`config.mk`:
```
export PLATFORM = sky130hd
export DESIGN_NAME = paging_panel
export DESIGN_NICKNAME = d
export VERILOG_FILES = /design/src/include/zone_pkg.sv /design/src/hdl/key_sync.sv /design/src/hdl/zone_cell.sv /design/src/hdl/paging_panel.sv
export SDC_FILE = /design/constraint.sdc
export NUM_CORES = 1
export LEC_CHECK = 0
export BUFFER_PORTS_ARGS = -buffer_cell sky130_fd_sc_hd__buf_2
export CORE_UTILIZATION = 44
export DETAILED_ROUTE_END_ITERATION = 8
export GPL_TIMING_DRIVEN = 1
export SLEW_MARGIN = 30
export SYNTH_ARGS = -nofsm -noshare
export SYNTH_HDL_FRONTEND = slang
export SYNTH_SLANG_ARGS = --single-unit
```
`constraint.sdc`:
```
create_clock -name I_CLOCK -period 2.3 [get_ports I_CLOCK]
set_input_delay 0.23 -clock I_CLOCK [delete_from_list [all_inputs] [get_ports I_CLOCK]]
set_output_delay 0.23 -clock I_CLOCK [all_outputs]
set_load 0.05 [all_outputs]
```
`src/include/zone_pkg.sv`:
```
/*
 Shared constants and types of the paging panel zone selection logic.
 Assumes a 125 MHz system clock and an APB master with 32-bit data.
*/
package zone_pkg;

  localparam int ZONES = 16;
  localparam int GROUPS = 2;
  localparam int KEYS = 21;
  localparam int DATA_W = 32;
  localparam int ADDR_W = 8;
  localparam int CTRL_W = 8;
  localparam int FLASH_W = 8;

  // Timing: period figures in ms, counts derived from the clock rate
  localparam int CLK_HZ = 125_000_000;
  localparam int BLINK_HALF_MS = 250;
  localparam int CHIME_MS = 2000;
  localparam int BLINK_HALF_CYC = CLK_HZ / 1000 * BLINK_HALF_MS;
  localparam int CHIME_CYC = CLK_HZ / 1000 * CHIME_MS;
  localparam int FLASH_HALVES = 12;

  // Register byte addresses
  localparam logic [ADDR_W-1:0] ADDR_CTRL = 8'h00;
  localparam logic [ADDR_W-1:0] ADDR_ZONE_EN = 8'h04;
  localparam logic [ADDR_W-1:0] ADDR_HOLD = 8'h08;
  localparam logic [ADDR_W-1:0] ADDR_INTR = 8'h0C;
  localparam logic [ADDR_W-1:0] ADDR_GROUP1 = 8'h10;
  localparam logic [ADDR_W-1:0] ADDR_GROUP2 = 8'h14;
  localparam logic [ADDR_W-1:0] ADDR_SEL = 8'h18;
  localparam logic [ADDR_W-1:0] ADDR_KEYEV = 8'h1C;
  localparam logic [ADDR_W-1:0] ADDR_STATUS = 8'h20;

  // Control register fields
  localparam int CTRL_ONLINE = 0;
  localparam int CTRL_FWUPD = 1;
  localparam int CTRL_CHIME = 2;
  localparam int CTRL_GRP_ON = 4;
  localparam int CTRL_GRP_SET = 6;
  localparam logic [CTRL_W-1:0] CTRL_RST = 8'h00;

  // Key vector positions (also key event register bits)
  localparam int KEY_GRP = 16;
  localparam int KEY_ALL = 18;
  localparam int KEY_CLR = 19;
  localparam int KEY_PAGE = 20;

  // Status register fields
  localparam int STAT_PAGE_KEY = 0;
  localparam int STAT_VOICE = 1;
  localparam int STAT_CHIME = 2;
  localparam int STAT_ONLINE = 3;

  typedef struct packed {
    logic psel;
    logic penable;
    logic pwrite;
    logic [ADDR_W-1:0] paddr;
    logic [DATA_W-1:0] pwdata;
  } apb_req_t;

  typedef struct packed {
    logic red;
    logic green;
  } bicolour_t;

  typedef enum logic [2:0] {
    ST_OFFLINE,
    ST_IDLE,
    ST_CHIME,
    ST_TALK,
    ST_FWUPD
  } page_st_t;

endpackage : zone_pkg

```
`src/hdl/key_sync.sv`:
```
/*
 Key input synchroniser: three flops per key, level and press pulse.
 Assumes raw key inputs are asynchronous and high while pressed.
*/
`timescale 1ns/1ps
module key_sync #(
  parameter int W = 1
) (
  // Clock and reset
  input wire logic i_clk,
  input wire logic i_nrst,
  // Raw keys
  input wire logic [W-1:0] i_raw,
  // Clean keys
  output logic [W-1:0] o_level,
  output logic [W-1:0] o_press
);

  typedef struct packed {
    logic [W-1:0] s1;
    logic [W-1:0] s2;
    logic [W-1:0] s3;
    logic [W-1:0] level;
    logic [W-1:0] press;
  } sync_t;

  sync_t st_ff;
  sync_t nxt_st;
  logic [W-1:0] agree;

  always_comb
  begin
    nxt_st = st_ff;
    nxt_st.s1 = i_raw;
    nxt_st.s2 = st_ff.s1;
    nxt_st.s3 = st_ff.s2;
    // Only the later stages vote, the first stays metastability buffer
    agree = st_ff.s2 ~^ st_ff.s3;
    nxt_st.level = (agree & st_ff.s3) | (~agree & st_ff.level);
    nxt_st.press = nxt_st.level & ~st_ff.level;
  end

  always_ff @(posedge i_clk or negedge i_nrst)
  begin
    if (!i_nrst)
      st_ff <= '0;
    else
      st_ff <= nxt_st;
  end

  assign o_level = st_ff.level;
  assign o_press = st_ff.press;

endmodule : key_sync

```
`src/hdl/zone_cell.sv`:
```
/*
 One zone: selection, interruption latch, refusal flash and LED colour.
 Assumes key strobes are clean one-cycle pulses on the same clock.
*/
`timescale 1ns/1ps
module zone_cell
  import zone_pkg::*;
#(
  parameter int FLASH_N = FLASH_HALVES
) (
  // Clock and reset
  input wire logic i_clk,
  input wire logic i_nrst,
  // Controller status
  input wire logic i_enabled,
  input wire logic i_hold,
  input wire logic i_intr_set,
  // Key strobes
  input wire logic i_key_press,
  input wire logic i_all,
  input wire logic i_clr,
  input wire logic i_group,
  input wire logic i_freeze,
  // Blink timing
  input wire logic i_blink,
  input wire logic i_blink_tick,
  // Outputs
  output logic o_sel,
  output logic o_intr,
  output zone_pkg::bicolour_t o_led
);

  typedef struct packed {
    logic sel;
    logic intr;
    logic [FLASH_W-1:0] flash;
  } cell_t;

  cell_t st_ff;
  cell_t nxt_st;

  always_comb
  begin
    nxt_st = st_ff;
    if (st_ff.flash != '0 && i_blink_tick)
      nxt_st.flash = st_ff.flash - 8'h01;
    if (!i_freeze)
    begin
      if (i_key_press && i_enabled)
      begin
        // A pending warning is acknowledged, zone ends selected
        nxt_st.sel = st_ff.intr ? 1'b1 : ~st_ff.sel;
        nxt_st.intr = 1'b0;
      end
      else if (i_key_press)
        nxt_st.flash = FLASH_W'(FLASH_N);
      if (i_group && i_enabled)
        nxt_st.sel = 1'b1;
      if (i_all)
      begin
        nxt_st.sel = nxt_st.sel | i_enabled;
        nxt_st.intr = 1'b0;
      end
      if (i_clr)
      begin
        nxt_st.sel = 1'b0;
        nxt_st.intr = 1'b0;
      end
    end
    if (!i_enabled)
      nxt_st.sel = 1'b0;
    // New interruption beats a same-cycle acknowledge
    if (i_intr_set)
      nxt_st.intr = 1'b1;
  end

  always_ff @(posedge i_clk or negedge i_nrst)
  begin
    if (!i_nrst)
      st_ff <= '0;
    else
      st_ff <= nxt_st;
  end

  always_comb
  begin
    o_led = '0;
    if (st_ff.flash != '0)
      o_led.green = i_blink;
    else if (st_ff.intr)
      o_led = '{red: 1'b1, green: 1'b1};
    else if (i_hold)
    begin
      o_led.red = st_ff.sel ? i_blink : 1'b1;
      o_led.green = st_ff.sel & i_blink;
    end
    else
      o_led.green = st_ff.sel;
  end

  assign o_sel = st_ff.sel;
  assign o_intr = st_ff.intr;

endmodule : zone_cell

```
`src/hdl/paging_panel.sv`:
```
/*
 Paging console front panel: keys, zone selection, LEDs, paging control,
 and an APB register file through which the zone controller talks.
 Assumes keys are active high pins and the controller side software
 mirrors enabled zones, holds and interruptions into the registers.
*/
// Design decisions made here: register access over APB and the register offsets.
// How it works
// - Zone key press toggles its selection
// - Non-enabled zones cannot be selected
// - Non-enabled zone key flashes green briefly
// - All key selects every enabled zone
// - Clear key deselects every zone
// - Voice active only while paging key held
// - Chime starts on paging press when programmed
// - Display dashes for non-enabled zones
// - Twenty-one user keys
// - Zone LED off free, green selected
// - Held zone: red unselected, flashing orange selected
// - Interrupted broadcast latches steady orange
// - Zone, all or clear key clears orange
// - Paging LED orange during chime, then green
// - Paging LED green while voice sent
// - Paging LED red when not operational
// - Firmware update: orange LED, upgrade message
// - All/clear LEDs green while pressed
// - Group keys select groups; LED shows enable
// - Unassigned group key LED flashes green
// - Selection frozen while paging key held
// - Released hold restores dark or green
`timescale 1ns/1ps
module paging_panel
  import zone_pkg::*;
#(
  parameter int BLINK_HALF_CYCLES = BLINK_HALF_CYC,
  parameter int CHIME_CYCLES = CHIME_CYC,
  parameter int FLASH_N = FLASH_HALVES
) (
  // Clock and reset
  input wire logic I_CLOCK,
  input wire logic I_NRST,
  // APB slave
  input zone_pkg::apb_req_t I_APB,
  output logic [zone_pkg::DATA_W-1:0] O_PRDATA,
  output logic O_PREADY,
  output logic O_PSLVERR,
  // User keys
  input wire logic [zone_pkg::ZONES-1:0] I_ZONE_KEY,
  input wire logic I_GROUP_KEY_ONE,
  input wire logic I_GROUP_KEY_TWO,
  input wire logic I_ALL_KEY,
  input wire logic I_CLEAR_SELECTION_KEY,
  input wire logic I_PAGE_KEY,
  // LEDs
  output zone_pkg::bicolour_t [zone_pkg::ZONES-1:0] O_ZONE_LED,
  output zone_pkg::bicolour_t O_PAGE_LED,
  output logic O_ALL_LED,
  output logic O_CLEAR_LED,
  output logic [zone_pkg::GROUPS-1:0] O_GROUP_LED,
  // Audio path and display
  output logic O_VOICE_ON,
  output logic O_CHIME_START,
  output logic [zone_pkg::ZONES-1:0] O_DISP_DASH,
  output logic O_DISP_FW_MSG
);

  import zone_pkg::*;

  if (BLINK_HALF_CYCLES < 1 || CHIME_CYCLES < 1 || FLASH_N < 1 ||
      FLASH_N > 255)
  begin : g_bad_param
    $error("paging_panel: timing parameter out of range");
  end

  // Key vector layout follows the pin concatenation below
  if (KEYS != ZONES + GROUPS + 3 || KEY_GRP != ZONES ||
      KEY_ALL != KEY_GRP + GROUPS || KEY_CLR != KEY_ALL + 1 ||
      KEY_PAGE != KEYS - 1)
  begin : g_bad_keys
    $error("paging_panel: key vector layout inconsistent");
  end

  // Only two group mask registers exist
  if (GROUPS != 2)
  begin : g_bad_groups
    $error("paging_panel: group key count must be two");
  end

  // Every register field must fit one bus word
  if (ZONES > DATA_W || KEYS > DATA_W || CTRL_W > DATA_W ||
      CTRL_GRP_SET + GROUPS > CTRL_W || CTRL_GRP_ON + GROUPS > CTRL_W ||
      STAT_ONLINE >= DATA_W)
  begin : g_bad_fields
    $error("paging_panel: register field outside bus word");
  end

  // Decode compares whole addresses, so they must be word aligned
  if (((ADDR_CTRL | ADDR_ZONE_EN | ADDR_HOLD | ADDR_INTR | ADDR_GROUP1 |
        ADDR_GROUP2 | ADDR_SEL | ADDR_KEYEV | ADDR_STATUS) & 8'h03) != 8'h00)
  begin : g_bad_addr
    $error("paging_panel: register address not word aligned");
  end

  // Refusal flash length must fit the per-zone down counter
  if (FLASH_N >= 2 ** FLASH_W)
  begin : g_bad_flash
    $error("paging_panel: flash length exceeds counter width");
  end

  typedef struct packed {
    page_st_t page;
    logic [31:0] blink_cnt;
    logic blink;
    logic blink_tick;
    logic [31:0] chime_cnt;
    logic chime_start;
    logic [CTRL_W-1:0] ctrl;
    logic [ZONES-1:0] zone_en;
    logic [ZONES-1:0] hold;
    logic [ZONES-1:0] group1;
    logic [ZONES-1:0] group2;
    logic [ZONES-1:0] intr_set;
    logic [KEYS-1:0] keyev;
    logic [DATA_W-1:0] prdata;
  } panel_t;

  panel_t st_ff;
  panel_t nxt_st;

  logic [KEYS-1:0] key_raw;
  logic [KEYS-1:0] key_lvl;
  logic [KEYS-1:0] key_prs;
  logic [ZONES-1:0] sel;
  logic [ZONES-1:0] intr;
  logic [ZONES-1:0] grp_apply;
  logic [GROUPS-1:0] grp_on;
  logic [GROUPS-1:0] grp_set;
  logic [GROUPS-1:0] grp_go;
  logic freeze;
  logic online;
  logic fwupd;
  logic setup_ph;
  logic access_ph;
  logic wr_en;
  logic mapped;
  logic [DATA_W-1:0] rd_mux;
  logic [DATA_W-1:0] status;

  assign key_raw = {I_PAGE_KEY, I_CLEAR_SELECTION_KEY, I_ALL_KEY,
                    I_GROUP_KEY_TWO, I_GROUP_KEY_ONE, I_ZONE_KEY};

  key_sync #(
    .W(KEYS)
  ) u_keys (
    .i_clk(I_CLOCK),
    .i_nrst(I_NRST),
    .i_raw(key_raw),
    .o_level(key_lvl),
    .o_press(key_prs)
  );

  assign freeze = key_lvl[KEY_PAGE];
  assign online = st_ff.ctrl[CTRL_ONLINE];
  assign fwupd = st_ff.ctrl[CTRL_FWUPD];
  assign grp_on = st_ff.ctrl[CTRL_GRP_ON +: GROUPS];
  assign grp_set = st_ff.ctrl[CTRL_GRP_SET +: GROUPS];
  // Unassigned or switched-off group keys do nothing
  assign grp_go = key_prs[KEY_GRP +: GROUPS] & grp_set & grp_on;
  assign grp_apply = ({ZONES{grp_go[0]}} & st_ff.group1) |
                     ({ZONES{grp_go[1]}} & st_ff.group2);

  for (genvar z = 0; z < ZONES; z++)
  begin : g_zone
    zone_cell #(
      .FLASH_N(FLASH_N)
    ) u_cell (
      .i_clk(I_CLOCK),
      .i_nrst(I_NRST),
      .i_enabled(st_ff.zone_en[z]),
      .i_hold(st_ff.hold[z]),
      .i_intr_set(st_ff.intr_set[z]),
      .i_key_press(key_prs[z]),
      .i_all(key_prs[KEY_ALL]),
      .i_clr(key_prs[KEY_CLR]),
      .i_group(grp_apply[z]),
      .i_freeze(freeze),
      .i_blink(st_ff.blink),
      .i_blink_tick(st_ff.blink_tick),
      .o_sel(sel[z]),
      .o_intr(intr[z]),
      .o_led(O_ZONE_LED[z])
    );
  end

  // APB decode
  assign setup_ph = I_APB.psel & ~I_APB.penable;
  assign access_ph = I_APB.psel & I_APB.penable;
  assign wr_en = access_ph & I_APB.pwrite;

  always_comb
  begin
    status = '0;
    status[STAT_PAGE_KEY] = key_lvl[KEY_PAGE];
    status[STAT_VOICE] = O_VOICE_ON;
    status[STAT_CHIME] = (st_ff.page == ST_CHIME);
    status[STAT_ONLINE] = online;
  end

  always_comb
  begin
    mapped = 1'b1;
    rd_mux = '0;
    case (I_APB.paddr)
      ADDR_CTRL: rd_mux[CTRL_W-1:0] = st_ff.ctrl;
      ADDR_ZONE_EN: rd_mux[ZONES-1:0] = st_ff.zone_en;
      ADDR_HOLD: rd_mux[ZONES-1:0] = st_ff.hold;
      ADDR_INTR: rd_mux[ZONES-1:0] = intr;
      ADDR_GROUP1: rd_mux[ZONES-1:0] = st_ff.group1;
      ADDR_GROUP2: rd_mux[ZONES-1:0] = st_ff.group2;
      ADDR_SEL: rd_mux[ZONES-1:0] = sel;
      ADDR_KEYEV: rd_mux[KEYS-1:0] = st_ff.keyev;
      ADDR_STATUS: rd_mux = status;
      default: mapped = 1'b0;
    endcase
  end

  always_comb
  begin
    nxt_st = st_ff;
    nxt_st.chime_start = 1'b0;
    nxt_st.intr_set = '0;
    nxt_st.blink_tick = 1'b0;

    // Shared blink base for every flashing indication
    if (st_ff.blink_cnt >= 32'(BLINK_HALF_CYCLES - 1))
    begin
      nxt_st.blink_cnt = '0;
      nxt_st.blink = ~st_ff.blink;
      nxt_st.blink_tick = 1'b1;
    end
    else
      nxt_st.blink_cnt = st_ff.blink_cnt + 32'h1;

    // Read data captured in setup so it leaves a flop in access
    if (setup_ph)
      nxt_st.prdata = rd_mux;

    if (wr_en)
    begin
      case (I_APB.paddr)
        ADDR_CTRL: nxt_st.ctrl = I_APB.pwdata[CTRL_W-1:0];
        ADDR_ZONE_EN: nxt_st.zone_en = I_APB.pwdata[ZONES-1:0];
        ADDR_HOLD: nxt_st.hold = I_APB.pwdata[ZONES-1:0];
        ADDR_INTR: nxt_st.intr_set = I_APB.pwdata[ZONES-1:0];
        ADDR_GROUP1: nxt_st.group1 = I_APB.pwdata[ZONES-1:0];
        ADDR_GROUP2: nxt_st.group2 = I_APB.pwdata[ZONES-1:0];
        ADDR_KEYEV:
          nxt_st.keyev = st_ff.keyev & ~I_APB.pwdata[KEYS-1:0];
        default: nxt_st.ctrl = st_ff.ctrl;
      endcase
    end
    // New presses beat a same-cycle clear
    nxt_st.keyev = nxt_st.keyev | key_prs;

    case (st_ff.page)
      ST_OFFLINE:
        if (online)
          nxt_st.page = ST_IDLE;
      ST_IDLE:
        if (key_prs[KEY_PAGE])
        begin
          if (st_ff.ctrl[CTRL_CHIME])
          begin
            nxt_st.page = ST_CHIME;
            nxt_st.chime_cnt = '0;
            nxt_st.chime_start = 1'b1;
          end
          else
            nxt_st.page = ST_TALK;
        end
      ST_CHIME:
        if (!key_lvl[KEY_PAGE])
          nxt_st.page = ST_IDLE;
        else if (st_ff.chime_cnt >= 32'(CHIME_CYCLES - 1))
          nxt_st.page = ST_TALK;
        else
          nxt_st.chime_cnt = st_ff.chime_cnt + 32'h1;
      ST_TALK:
        if (!key_lvl[KEY_PAGE])
          nxt_st.page = ST_IDLE;
      ST_FWUPD:
        if (!fwupd)
          nxt_st.page = ST_OFFLINE;
      default:
        nxt_st.page = ST_OFFLINE;
    endcase
    // Update and loss of link override any paging in progress
    if (fwupd)
      nxt_st.page = ST_FWUPD;
    else if (!online)
      nxt_st.page = ST_OFFLINE;
  end

  always_ff @(posedge I_CLOCK or negedge I_NRST)
  begin
    if (!I_NRST)
    begin
      st_ff <= '0;
      st_ff.page <= ST_OFFLINE;
      st_ff.ctrl <= CTRL_RST;
    end
    else
      st_ff <= nxt_st;
  end

  // Bus answers in the first access cycle
  assign O_PREADY = 1'b1;
  assign O_PSLVERR = access_ph & ~mapped;
  assign O_PRDATA = st_ff.prdata;

  assign O_VOICE_ON = (st_ff.page == ST_CHIME) ||
                      (st_ff.page == ST_TALK);
  assign O_CHIME_START = st_ff.chime_start;

  always_comb
  begin
    O_PAGE_LED = '0;
    case (st_ff.page)
      ST_OFFLINE: O_PAGE_LED.red = 1'b1;
      ST_CHIME: O_PAGE_LED = '{red: 1'b1, green: 1'b1};
      ST_TALK: O_PAGE_LED.green = 1'b1;
      ST_FWUPD: O_PAGE_LED = '{red: 1'b1, green: 1'b1};
      default: O_PAGE_LED = '0;
    endcase
  end

  assign O_ALL_LED = key_lvl[KEY_ALL];
  assign O_CLEAR_LED = key_lvl[KEY_CLR];
  assign O_GROUP_LED = (grp_set & grp_on) |
                       (~grp_set & {GROUPS{st_ff.blink}});

  assign O_DISP_DASH = ~st_ff.zone_en;
  assign O_DISP_FW_MSG = (st_ff.page == ST_FWUPD);

endmodule : paging_panel

```
# --- After elaboration in Yosys (flattened, before gate mapping) ---
# Cells that the tools add are included.
word_totals:
  regBits: 465
  out_inout_bits: 91
  wordCells: 636
  in_bits: 66
op_classes:
  bitwise_logic: 75
  eq_ne: 51
  add_sub_neg: 18
  reduce_logical: 110
  n_lt_le_gt_ge: 2
  n_mux: 313
ops:
  columns: ["op", "count"]
  rows:
  - ["two-way mux 8 bit", 48]
  - ["two-way mux 1 bit", 166]
  - ["two-way mux 10 bit", 16]
  - ["two-way mux 2 bit", 64]
  - ["nonzero test 8 bit", 16]
  - ["subtractor 8 x 1 -> 8 bit, second input constant", 16]
  - ["two-way mux 32 bit", 3]
  - ["bitwise AND 21 bit", 4]
  - ["one-hot mux 8 bit (9 select lines)", 1]
  - ["!= test 2 bit, second input constant", 34]
  - ["two-way mux 33 bit", 2]
  - ["adder 32 x 1 -> 32 bit, second input constant", 2]
  - ["one-hot mux 32 bit (2 select lines)", 1]
  - ["nonzero test 4 bit", 16]
  - ["inverter 21 bit", 3]
  - ["one-hot mux 8 bit (7 select lines)", 1]
  - ["logical AND 1 bit", 48]
  - ["OR 21 bit", 2]
  - ["AND reduction 2 bit", 21]
  - ["two-way mux 37 bit", 1]
  - ["bitwise AND 16 bit", 2]
  - ["equality test 8 x 5 -> 1 bit, second input constant", 4]
  - [">= comparator 32 x 25 -> 1 bit, second input constant", 1]
  - [">= comparator 32 x 28 -> 1 bit, second input constant", 1]
  - ["32 further kinds", 96]

# --- Longest topological paths before layout ---
# Gate-level depths: netlist (run 1).
depth:
  word_depth: 12
  mapped_depth: 10
  ltp_nobuf: 7

# --- Modules after synthesis ---
# A second synthesis (run 1) with hierarchy kept.
unflattened:
  hier_cells: 2143
  hier_area_um2: 23244.8
modules_own_cells:
  columns: ["mod", "cells_per_inst", "seq_area_each_um2", "instances", "area_per_inst_um2"]
  rows:
  - ["paging_panel", 891, 5004.8, 1, 9826.9]
  - ["zone_cell at g_zone[0].u_cell ...", 66, 250.2, 9, 625.6]
  - ["zone_cell at g_zone[3].u_cell ...", 67, 250.2, 6, 628.1]
  - ["key_sync", 189, 2627.5, 1, 3389.5]
  - ["zone_cell at g_zone[8].u_cell", 67, 250.2, 1, 629.4]

# --- Worst setup path after synthesis (run 1) ---
# No wires, ideal clock.
synth_path:
  kind: "register to output"
  from: "register st_ff[208] (netlist name)"
  to: "output O_PAGE_LED[0] (netlist name)"
  t_required_ps: 2070
  path_slack_ps: -27
  stages_incl_launch_ff: 3
  arrival_ps: 2097
  path_buffers: 0
  path_cell_list: "dfrtp_1 nor3b_1 or2_2"
synth_rtl:
  columns: ["item", "line", "source"]
  rows:
  - ["start, declared", "paging_panel.sv:127", "panel_t st_ff;"]
  - ["start signal, assigned", "paging_panel.sv:313", "st_ff <= nxt_st;"]
  - ["end, declared", "paging_panel.sv:56", "output zone_pkg::bicolour_t O_PAGE_LED,"]

==> impl_metrics.toml, run 1 <==
[status]
status = "complete, but fails checks"
failed_checks = "negative setup slack"

[sta]
setup_viol = 30
max_slew.worst_pin.slew_ns = 0.945
fmax_ghz = 0.409
finClkSkew_ns = 0.0180
tns_ns = -1.21
max-slew-margin-rel = 0.370
hold_slack_ns = 0.182
finalWorstPathRequiredPeriod_ns = 2.44
rsz0062_at_grt = "yes"
hold_viol_final = 0
setup_slack_ns = -0.145
min_period_over_period = 1.06
slew_viol_final = 0

[cells_and_area]
n_fill_cell = 4097
fin_nets = 2468
drive_above_1_share = 0.241
multi_input_area_sq_um = 9520
regArea_sq_um = 11600
area_growth_pct = 24.5
final_area_sq_um = 26800
n_antenna_cell = 0

[synthesis]
synthFlopType = "dfrtp_1"
async_flop_share = 1.00
syn_area_per_cell_sq_um = 10.4
synth_top_cell_area_share = 0.541
synth_edf_count = 0
synth_area_sq_um = 21500
yosys_register_bits = 465
synth_area_leader_cell = "dfrtp_1"
synth_top_cells_by_area = "dfrtp_1 (54%), mux2_2 (3.9%), nor2_1 (3.3%)"
ys_warn_count = 0
ys_types = 75
ys_seq_area_frac = 0.541
syn_inst = 2065

[worst_setup_path]
r2r_cells = 7
cp-start-kind = "flip-flop"
r2r_slack_ns = -0.05
critPathKind = "flip-flop to output port"
crit_arrival_ns = 2.21
end_kind = "output port"
critical_path_peak_fanout = 4
worstPathRequired_ns = 2.07

[placed_design]
place_congestion = 0.890
port_buffers = 133
pre_cts_ws_ns = -0.0159
place_area_sq_um = 23600
hpwlAfterDp_mm = 39.4

[clock_network]
clock_sinks = 465
clkTransAtPathRegs_ns = 0.06
numCtsBuffers = 51
htreeDepth = 2
cts_root_buf = "clkbuf_16"
cts_tree = "done"
insertion_delay_ns = 0.60
ctsLongestPathBuffers = 3

[floorplan]
die_w_microns = 223
die_y_microns = 223
io_pins = 157
die-area_sq_um = 49700
coreArea_sq_um = 47900
initial_utilization = 0.448
rows = 80

[route]
firstDrtPassIters = 6
viasPerCell = 5.55
wl_per_cell_microns = 19.2
wl_mm = 57.9
route.detailed.drc = 0
first_iter_violations = 1289
dr_total_vias = 16800
ant_nets = 0

[global_route]
met2_usage = 0.379
antenna_found_initial = 3
grt_busiest_layer = "met2"
grt_pass1_wl_mm = 91.2
grt_max_degree = 63
grt_usage = 0.233
use_met3 = 0.0491
met1_usage = 0.308
grt-ovfl-total = 0
first_global_vias = 16800

[worst_hold_path]
hp-class = "input pin to asynchronous set/reset pin"

[power_and_ir_drop]
ir_worst_vdd_mv = 1.01
p_total_mw = 25.7
p_leak_nw = 11.8
powerDensity_nw_per_um2 = 961

[job]
cap_violations = 0
==> state kept, by name (all words and copies together) (netlist names), 21 cells and up <==
signal,flops
u_keys.st_ff,21
O_PRDATA,21
st_ff,172
u_keys.nxt_st,42
u_keys.o_level,21
u_keys.o_press,21
g_zone.u_cell.st_ff,128
==> worst max-delay path, cell delays in order (launching register included) <==
cell       delay [ns]
dfrtp_1          0.41
nor4_2           0.32
buf_4            0.18
nand4bb_4        0.14
nor2_1           0.11
a21oi_1          0.05
nor2_1           0.13
a21oi_2          0.09
buf_6            0.20
==> synth_stat cells, types with 6 or more instances <==
| master | instances |
|---|---|
| ha_1 | 34 |
| mux2_2 | 74 |
| nand4_1 | 14 |
| nor4_1 | 44 |
| maj3_1 | 20 |
| buf_4 | 35 |
| mux2i_1 | 8 |
| nand3_1 | 66 |
| a21o_1 | 33 |
| o31ai_1 | 6 |
| nor3_1 | 51 |
| o21ai_0 | 113 |
| dfrtp_1 | 465 |
| nor2b_1 | 8 |
| nand3b_1 | 18 |
| a21oi_1 | 99 |
| a211oi_1 | 23 |
| nor3b_1 | 20 |
| inv_1 | 102 |
| nand2_1 | 143 |
| or3_1 | 34 |
| clkbuf_1 | 56 |
| and2_1 | 30 |
| o211ai_1 | 6 |
| a31oi_1 | 24 |
| a31o_2 | 14 |
| xnor2_1 | 64 |
| a22o_1 | 13 |
| nor2_1 | 187 |
| o2bb2ai_1 | 12 |
| buf_2 | 13 |
| nand2b_1 | 39 |
| xor2_1 | 41 |
| and3_1 | 18 |
| a221oi_1 | 13 |
| a22oi_1 | 58 |
==> final timing paths <==
kind | from | end
setup reg to reg | st_ff[156] | st_ff[151]
max in group asynchronous | I_NRST | u_keys.nxt_st[46]
min in group I_CLOCK | I_APB[41] | O_PRDATA[16]
setup / recovery | g_zone[7].u_cell.st_ff[3] | O_ZONE_LED[14]
hold / removal | I_NRST | g_zone[3].u_cell.st_ff[4]
hold reg to reg | u_keys.nxt_st[82] | u_keys.nxt_st[61]
==> layout make-up <==
cell class                      instances  area share
Sequential cell                       465       0.435
Multi-Input combinational cell       1402       0.356
Timing Repair Buffer                  344       0.101
Clock buffer                           77      0.0559
Tap cell                              615      0.0288
Inverter                              104      0.0146
Clock inverter                         17     0.00828
==> per-layer routing <==
metal / up-vias / wire length [microns]
met5: - / 10
met4: 2 / 1800
met3: 111 / 3600
met2: 464 / 27800
met1: 8368 / 24800
li1: 7842 / -
==> report_power, final <==
part / total, mW / switching [mW] / internal (mW)
Sequential: 10.7 / 1.26 / 9.46
Clock: 8.35 / 3.40 / 4.95
Combinational: 6.65 / 3.85 / 2.80
==> cells by family (layout without fill, tap and decap cells) <==
kind of cell,after synthesis,after routing,synth area share
buffers and inverters,215,542,0.0455
muxes,83,83,0.0435
adders and majority gates,54,54,0.0291
AOI/OAI and AO/OA,447,447,0.136
other,2,19,0.000349
and+or+nand+nor,694,694,0.161
DFF,465,465,0.541
xor gates and xnor gates,105,105,0.0428
==> per-stage QoR <==
stage | std cells | util
detailed placement | 2861 | 0.492
global placement | 2861 | 0.492
finish | 3024 | 0.558
global route | 3024 | 0.558
CTS | 3006 | 0.545
floorplan | 2082 | -
==> cells in the final DEF, fill, tap and decap left out, drive strengths merged, types with 58 or more instances in the layout <==
master  count
a21oi     101
dfrtp     465
inv       105
a22oi      58
nand2     143
mux2       74
nand3      66
buf       300
xnor2      64
clkbuf     78
o21ai     113
nor2      188
==> timing repair <==
action	in CTS	in global routing
pin swaps	17	37
hold buffers	43	0
hold endpoints to repair	175	0
gates resized for setup	74	127
endpoints found under the setup margin	37	56
cloned	0	1
setup buffers	9	17
(Power assumes the default switching activity.)
==> inputs of run 2 (changes only) <==
RECOVER_POWER = 25   (was default)
==> run 2 against run 1 <==
Effect of this change: the flow finishes with violations (max-capacitance violations, max-slew violations, negative setup slack); register-to-register slack hardly changed; utilization decreased by 0.081 points; die area stayed put; first-iteration DRC count up 0.62%; worst setup slack about the same; total power hardly changed; largest power group unchanged; flip-flop and latch count unchanged; maximum frequency about the same; clock skew down 0.0014 ns; via count is essentially flat; worst hold slack better by 0.020 ns.
==> impl_metrics.toml, run 2 (synthesis results as in run 1) <==
[floorplan]
die_y_microns = 223
die-area_sq_um = 49700
die_w_microns = 223
coreArea_sq_um = 47900
initial_utilization = 0.448
rows = 80
io_pins = 157

[route]
first_iter_violations = 1297
firstDrtPassIters = 8
dr_total_vias = 16800
wl_mm = 58.0
viasPerCell = 5.55
wl_per_cell_microns = 19.2
route.detailed.drc = 0
ant_nets = 0

[clock_network]
clkTransAtPathRegs_ns = 0.06
clock_sinks = 465
cts_root_buf = "clkbuf_16"
htreeDepth = 2
numCtsBuffers = 51
cts_tree = "done"
ctsLongestPathBuffers = 3
insertion_delay_ns = 0.60

[power_and_ir_drop]
ir_worst_vdd_mv = 1.01
comb_power_share = 0.258
p_total_mw = 25.7
switchingPower_mw = 8.51
p_sw_frac = 0.331
intPower_mw = 17.2
seqPwrFrac = 0.417
p_leak_nw = 11.8
clock_power_share = 0.325
powerDensity_nw_per_um2 = 962

[cells_and_area]
area_growth_pct = 24.3
final_util = 0.557
multi_input_area_sq_um = 9520
stdcell_count = 3024
mostFrequentLayoutCells = "dfrtp_1 (457), nor2_1 (187), buf_4 (156)"
final_area_sq_um = 26700
largest_register = "st_ff"
final_common_cell = "dfrtp_1"
n_fill_cell = 4103
n_antenna_cell = 0
fin_nets = 2468
drive_above_1_share = 0.241
largest_reg_flops = 172
regArea_sq_um = 11600

[worst_setup_path]
critPathKind = "flip-flop to output port"
cp-start-kind = "flip-flop"
crit_arrival_ns = 2.21
critical_path.startpoint = "g_zone[7].u_cell.st_ff[3]"
r2r-start = "st_ff[156]"
r2r_end = "st_ff[151]"
critical_path_peak_fanout = 4
worstPathRequired_ns = 2.07
r2r_slack_ns = -0.05
end_kind = "output port"
r2r_cells = 7

[job]
cap_violations = 1

[sta]
fmax_ghz = 0.409
min_period_over_period = 1.06
hold_viol_final = 0
finalWorstPathRequiredPeriod_ns = 2.44
setup_viol = 30
slew_viol_final = 60
rsz0062_at_grt = "yes"
setup_slack_ns = -0.145
max-slew-margin-rel = -0.296
max_slew.worst_pin.slew_ns = 1.94
finClkSkew_ns = 0.0167

[placed_design]
pre_cts_ws_ns = -0.0159
port_buffers = 133
place_area_sq_um = 23600
dp.cells = 2861
hpwlAfterDp_mm = 39.4
place_congestion = 0.890

[global_route]
first_global_vias = 16800
antenna_found_initial = 3
grt_usage = 0.233
grt_max_degree = 63
grt-ovfl-total = 0
grt_pass1_wl_mm = 91.2

[worst_hold_path]
min_to = "O_PRDATA[16]"
hp-class = "input pin to flip-flop"
hp-start = "I_APB[41]"
holdPathStages = 5

[status]
failed_checks = "max-capacitance violations, max-slew violations, negative setup slack"
status = "complete, but fails checks"
run 2: cell types whose count changed in the layout (fill, tap and decap cells not counted), sizes merged:
| cell | change |
|---|---|
| buf | -6 |
| clkbuf | +6 |
run 2: final cells by class:
cell class / count / share of cell area
repair buffers: 344 / 0.0999
inverters: 104 / 0.0146
flip-flops and latches: 465 / 0.436
clock inverters: 17 / 0.00829
multi-input cells: 1402 / 0.357
clock buffers: 77 / 0.0560
well taps: 615 / 0.0288
run 2: worst max-delay path by stage:
stage,cells after the start,end
after global routing,8,O_ZONE_LED[14]
final,8,O_ZONE_LED[14]
after floorplan,8,st_ff[146]
after CTS,8,O_ZONE_LED[14]
after detailed placement,7,st_ff[165]
after global placement,7,st_ff[160]
run 2: per-layer routing:
layer	part of all wire	global-route usage	wire, microns
met5	0.00017	0	10
met3	0.063	0.0491	3670
met2	0.48	0.379	27800
met1	0.43	0.308	24700
met4	0.031	0.0832	1790
run 2: timing repair:
item	CTS	global route
hold buffers	43	0
endpoints found under the hold margin	175	0
setup endpoints to repair	37	56
cloned	0	1
buffers inserted	9	17
pin swaps	17	37
gates resized for setup	74	127
run 2: power groups by stage:
stage | Clock, mW | Sequential (mW) | Combinational, mW
6_report | 8.35 | 10.7 | 6.64
5_1_grt | 8.88 | 10.9 | 7.34
3_5_place_dp | 0 | 10.7 | 5.80
4_1_cts | 8.57 | 10.6 | 6.35
3_3_place_gp | 0 | 10.7 | 5.57
2_1_floorplan | 0 | 10.5 | 4.17
run 2: worst max-delay path, stage by stage (launching register included):
cell and delay, ns:
dfrtp_1 0.41, nor4_2 0.32, buf_4 0.18, nand4bb_4 0.14, nor2_1 0.11, a21oi_1 0.05
nor2_1 0.13, a21oi_2 0.09, buf_6 0.20
run 2: per-stage QoR:
stage | TNS [ns] | hold slack, ns
6_report | -1.18 | 0.202
3_3_place_gp | 0 | 0.246
5_1_grt | -6.69 | 0.187
4_1_cts | -1.03 | 0.177
3_5_place_dp | -0.0216 | 0.240
2_1_floorplan | -0.0752 | -0.0656
==> inputs of run 3 (changes only) <==
CORE_UTILIZATION = 30   (was 44)
==> run 3 against run 2 <==
Effect of this change: the flow finishes with violations (negative setup slack); count of clock-buffer cells in the layout down 5; flip-flop and latch count did not move; design area rose by 3.9%; largest cell class unchanged.
==> impl_metrics.toml, run 3 (synthesis results as in run 1) <==
[placed_design]
pre_cts_ws_ns = -0.0956
place_congestion = 0.890
dp.cells = 3182
place_area_sq_um = 24200
hpwlAfterDp_mm = 42.6
port_buffers = 133

[power_and_ir_drop]
p_total_mw = 27.2
ir_worst_vdd_mv = 0.895
switchingPower_mw = 9.05
p_sw_frac = 0.332
intPower_mw = 18.2
p_leak_nw = 12.0
comb_power_share = 0.280
seqPwrFrac = 0.396
powerDensity_nw_per_um2 = 981
clock_power_share = 0.324

[worst_hold_path]
holdPathStages = 4
hp-start = "I_APB[41]"
min_to = "O_PRDATA[20]"
hp-class = "input pin to flip-flop"

[worst_setup_path]
path_cells = "nor4_4 > nand3_2 > o2bb2ai_1 > a22oi_2 > buf_4"
r2r_cells = 7
critical_path_peak_fanout = 5
critPathKind = "flip-flop to output port"
critical_path.top_delay_family = "simple AND/OR/NAND/NOR gates"
r2r_end = "st_ff[151]"
r2r_slack_ns = -0.09
max_stage_delay_ns = 0.45
cp-start-kind = "flip-flop"
crit_path_top_delay_cell = "dfrtp_2"
end_kind = "output port"
r2r-start = "st_ff[153]"
worstPathRequired_ns = 2.07
crit_arrival_ns = 2.16
critical_path_buf_inv_count = 1

[global_route]
grt-ovfl-total = 0
first_global_vias = 17100
grt_usage = 0.167
grt_max_degree = 105
grt_pass1_wl_mm = 96.4
antenna_found_initial = 7

[route]
wl_per_cell_microns = 18.6
route.detailed.drc = 0
ant_nets = 0
viasPerCell = 5.10
firstDrtPassIters = 8
first_iter_violations = 1208
dr_total_vias = 17200
wl_mm = 62.7

[clock_network]
ctsLongestPathBuffers = 3
insertion_delay_ns = 0.60
clock_sinks = 465
htreeDepth = 2
cts_root_buf = "clkbuf_16"
numCtsBuffers = 53
clkTransAtPathRegs_ns = 0.06
cts_tree = "done"

[sta]
max-slew-margin-rel = 0.311
max_slew.worst_pin.slew_ns = 1.03
hold_slack_ns = 0.0511
tns_ns = -1.30
hold_viol_final = 0
setup_viol = 30
min_period_over_period = 1.04
slew_viol_final = 0
setup_slack_ns = -0.0921
rsz0062_at_grt = "yes"
fmax_ghz = 0.418
finClkSkew_ns = 0.0167
finalWorstPathRequiredPeriod_ns = 2.39

[cells_and_area]
fin_nets = 2487
stdcell_count = 3372
final_area_sq_um = 27800
largest_register = "st_ff"
final_util = 0.394
largest_reg_flops = 172
area_growth_pct = 29.2
final_common_cell = "dfrtp_1"
mostFrequentLayoutCells = "dfrtp_1 (450), nor2_1 (185), buf_4 (169)"
regArea_sq_um = 11700
drive_above_1_share = 0.260
n_fill_cell = 6669
multi_input_area_sq_um = 9770

[floorplan]
die_y_microns = 270
io_pins = 157
die_w_microns = 270
initial_utilization = 0.305
die-area_sq_um = 72700
coreArea_sq_um = 70500
rows = 97

[job]
cap_violations = 0

[status]
failed_checks = "negative setup slack"
status = "complete, but fails checks"
## run 3: cell type report
class | count | area share
Sequential cell | 465 | 0.420
Multi-Input combinational cell | 1403 | 0.352
Timing Repair Buffer | 360 | 0.106
Clock buffer | 72 | 0.0543
Tap cell | 940 | 0.0424
Inverter | 104 | 0.0142
Clock inverter | 26 | 0.0118
Antenna cell | 2 | 0.000180
## run 3: repair_timing
item / 4_1_cts / 5_1_grt
gates resized for setup: 112 / 113
pin swaps: 32 / 50
setup endpoints to repair: 41 / 53
cloned: 0 / 6
buffers inserted: 28 / 13
endpoints found under the hold margin: 425 / 0
hold buffers: 43 / 0
## run 3: how the worst max path moves through the flow
stage                                         start             end  depth (start not counted)
after global routing      g_zone[4].u_cell.st_ff[5]   O_ZONE_LED[8]                          6
after CTS                 g_zone[4].u_cell.st_ff[6]   O_ZONE_LED[8]                          6
after floorplan                          st_ff[209]      st_ff[146]                          8
final                     g_zone[8].u_cell.st_ff[4]  O_ZONE_LED[16]                          5
after global placement                   st_ff[142]      st_ff[161]                          8
after detailed placement                 st_ff[156]      st_ff[145]                          6
## run 3: metal layers
layer  up-vias  wire, microns  track usage
met5         -             52            0
met3       137           4410       0.0395
met1      8625          27000        0.220
met2       524          28800        0.266
met4        10           2480       0.0619
li1       7902              -            -
## run 3: power groups by stage
stage,logic [mW],registers [mW],clock network [mW]
final,7.62,10.8,8.82
after global routing,8.30,11.0,9.38
after CTS,7.27,10.7,9.05
after detailed placement,6.39,10.7,0
after global placement,6.06,10.6,0
after floorplan,4.17,10.5,0
## run 3: worst min-delay path: cells and delay by family
family,cells,cell delay [ns]
AND/OR/NAND/NOR,3,0.26
buffers and inverters,1,0.11
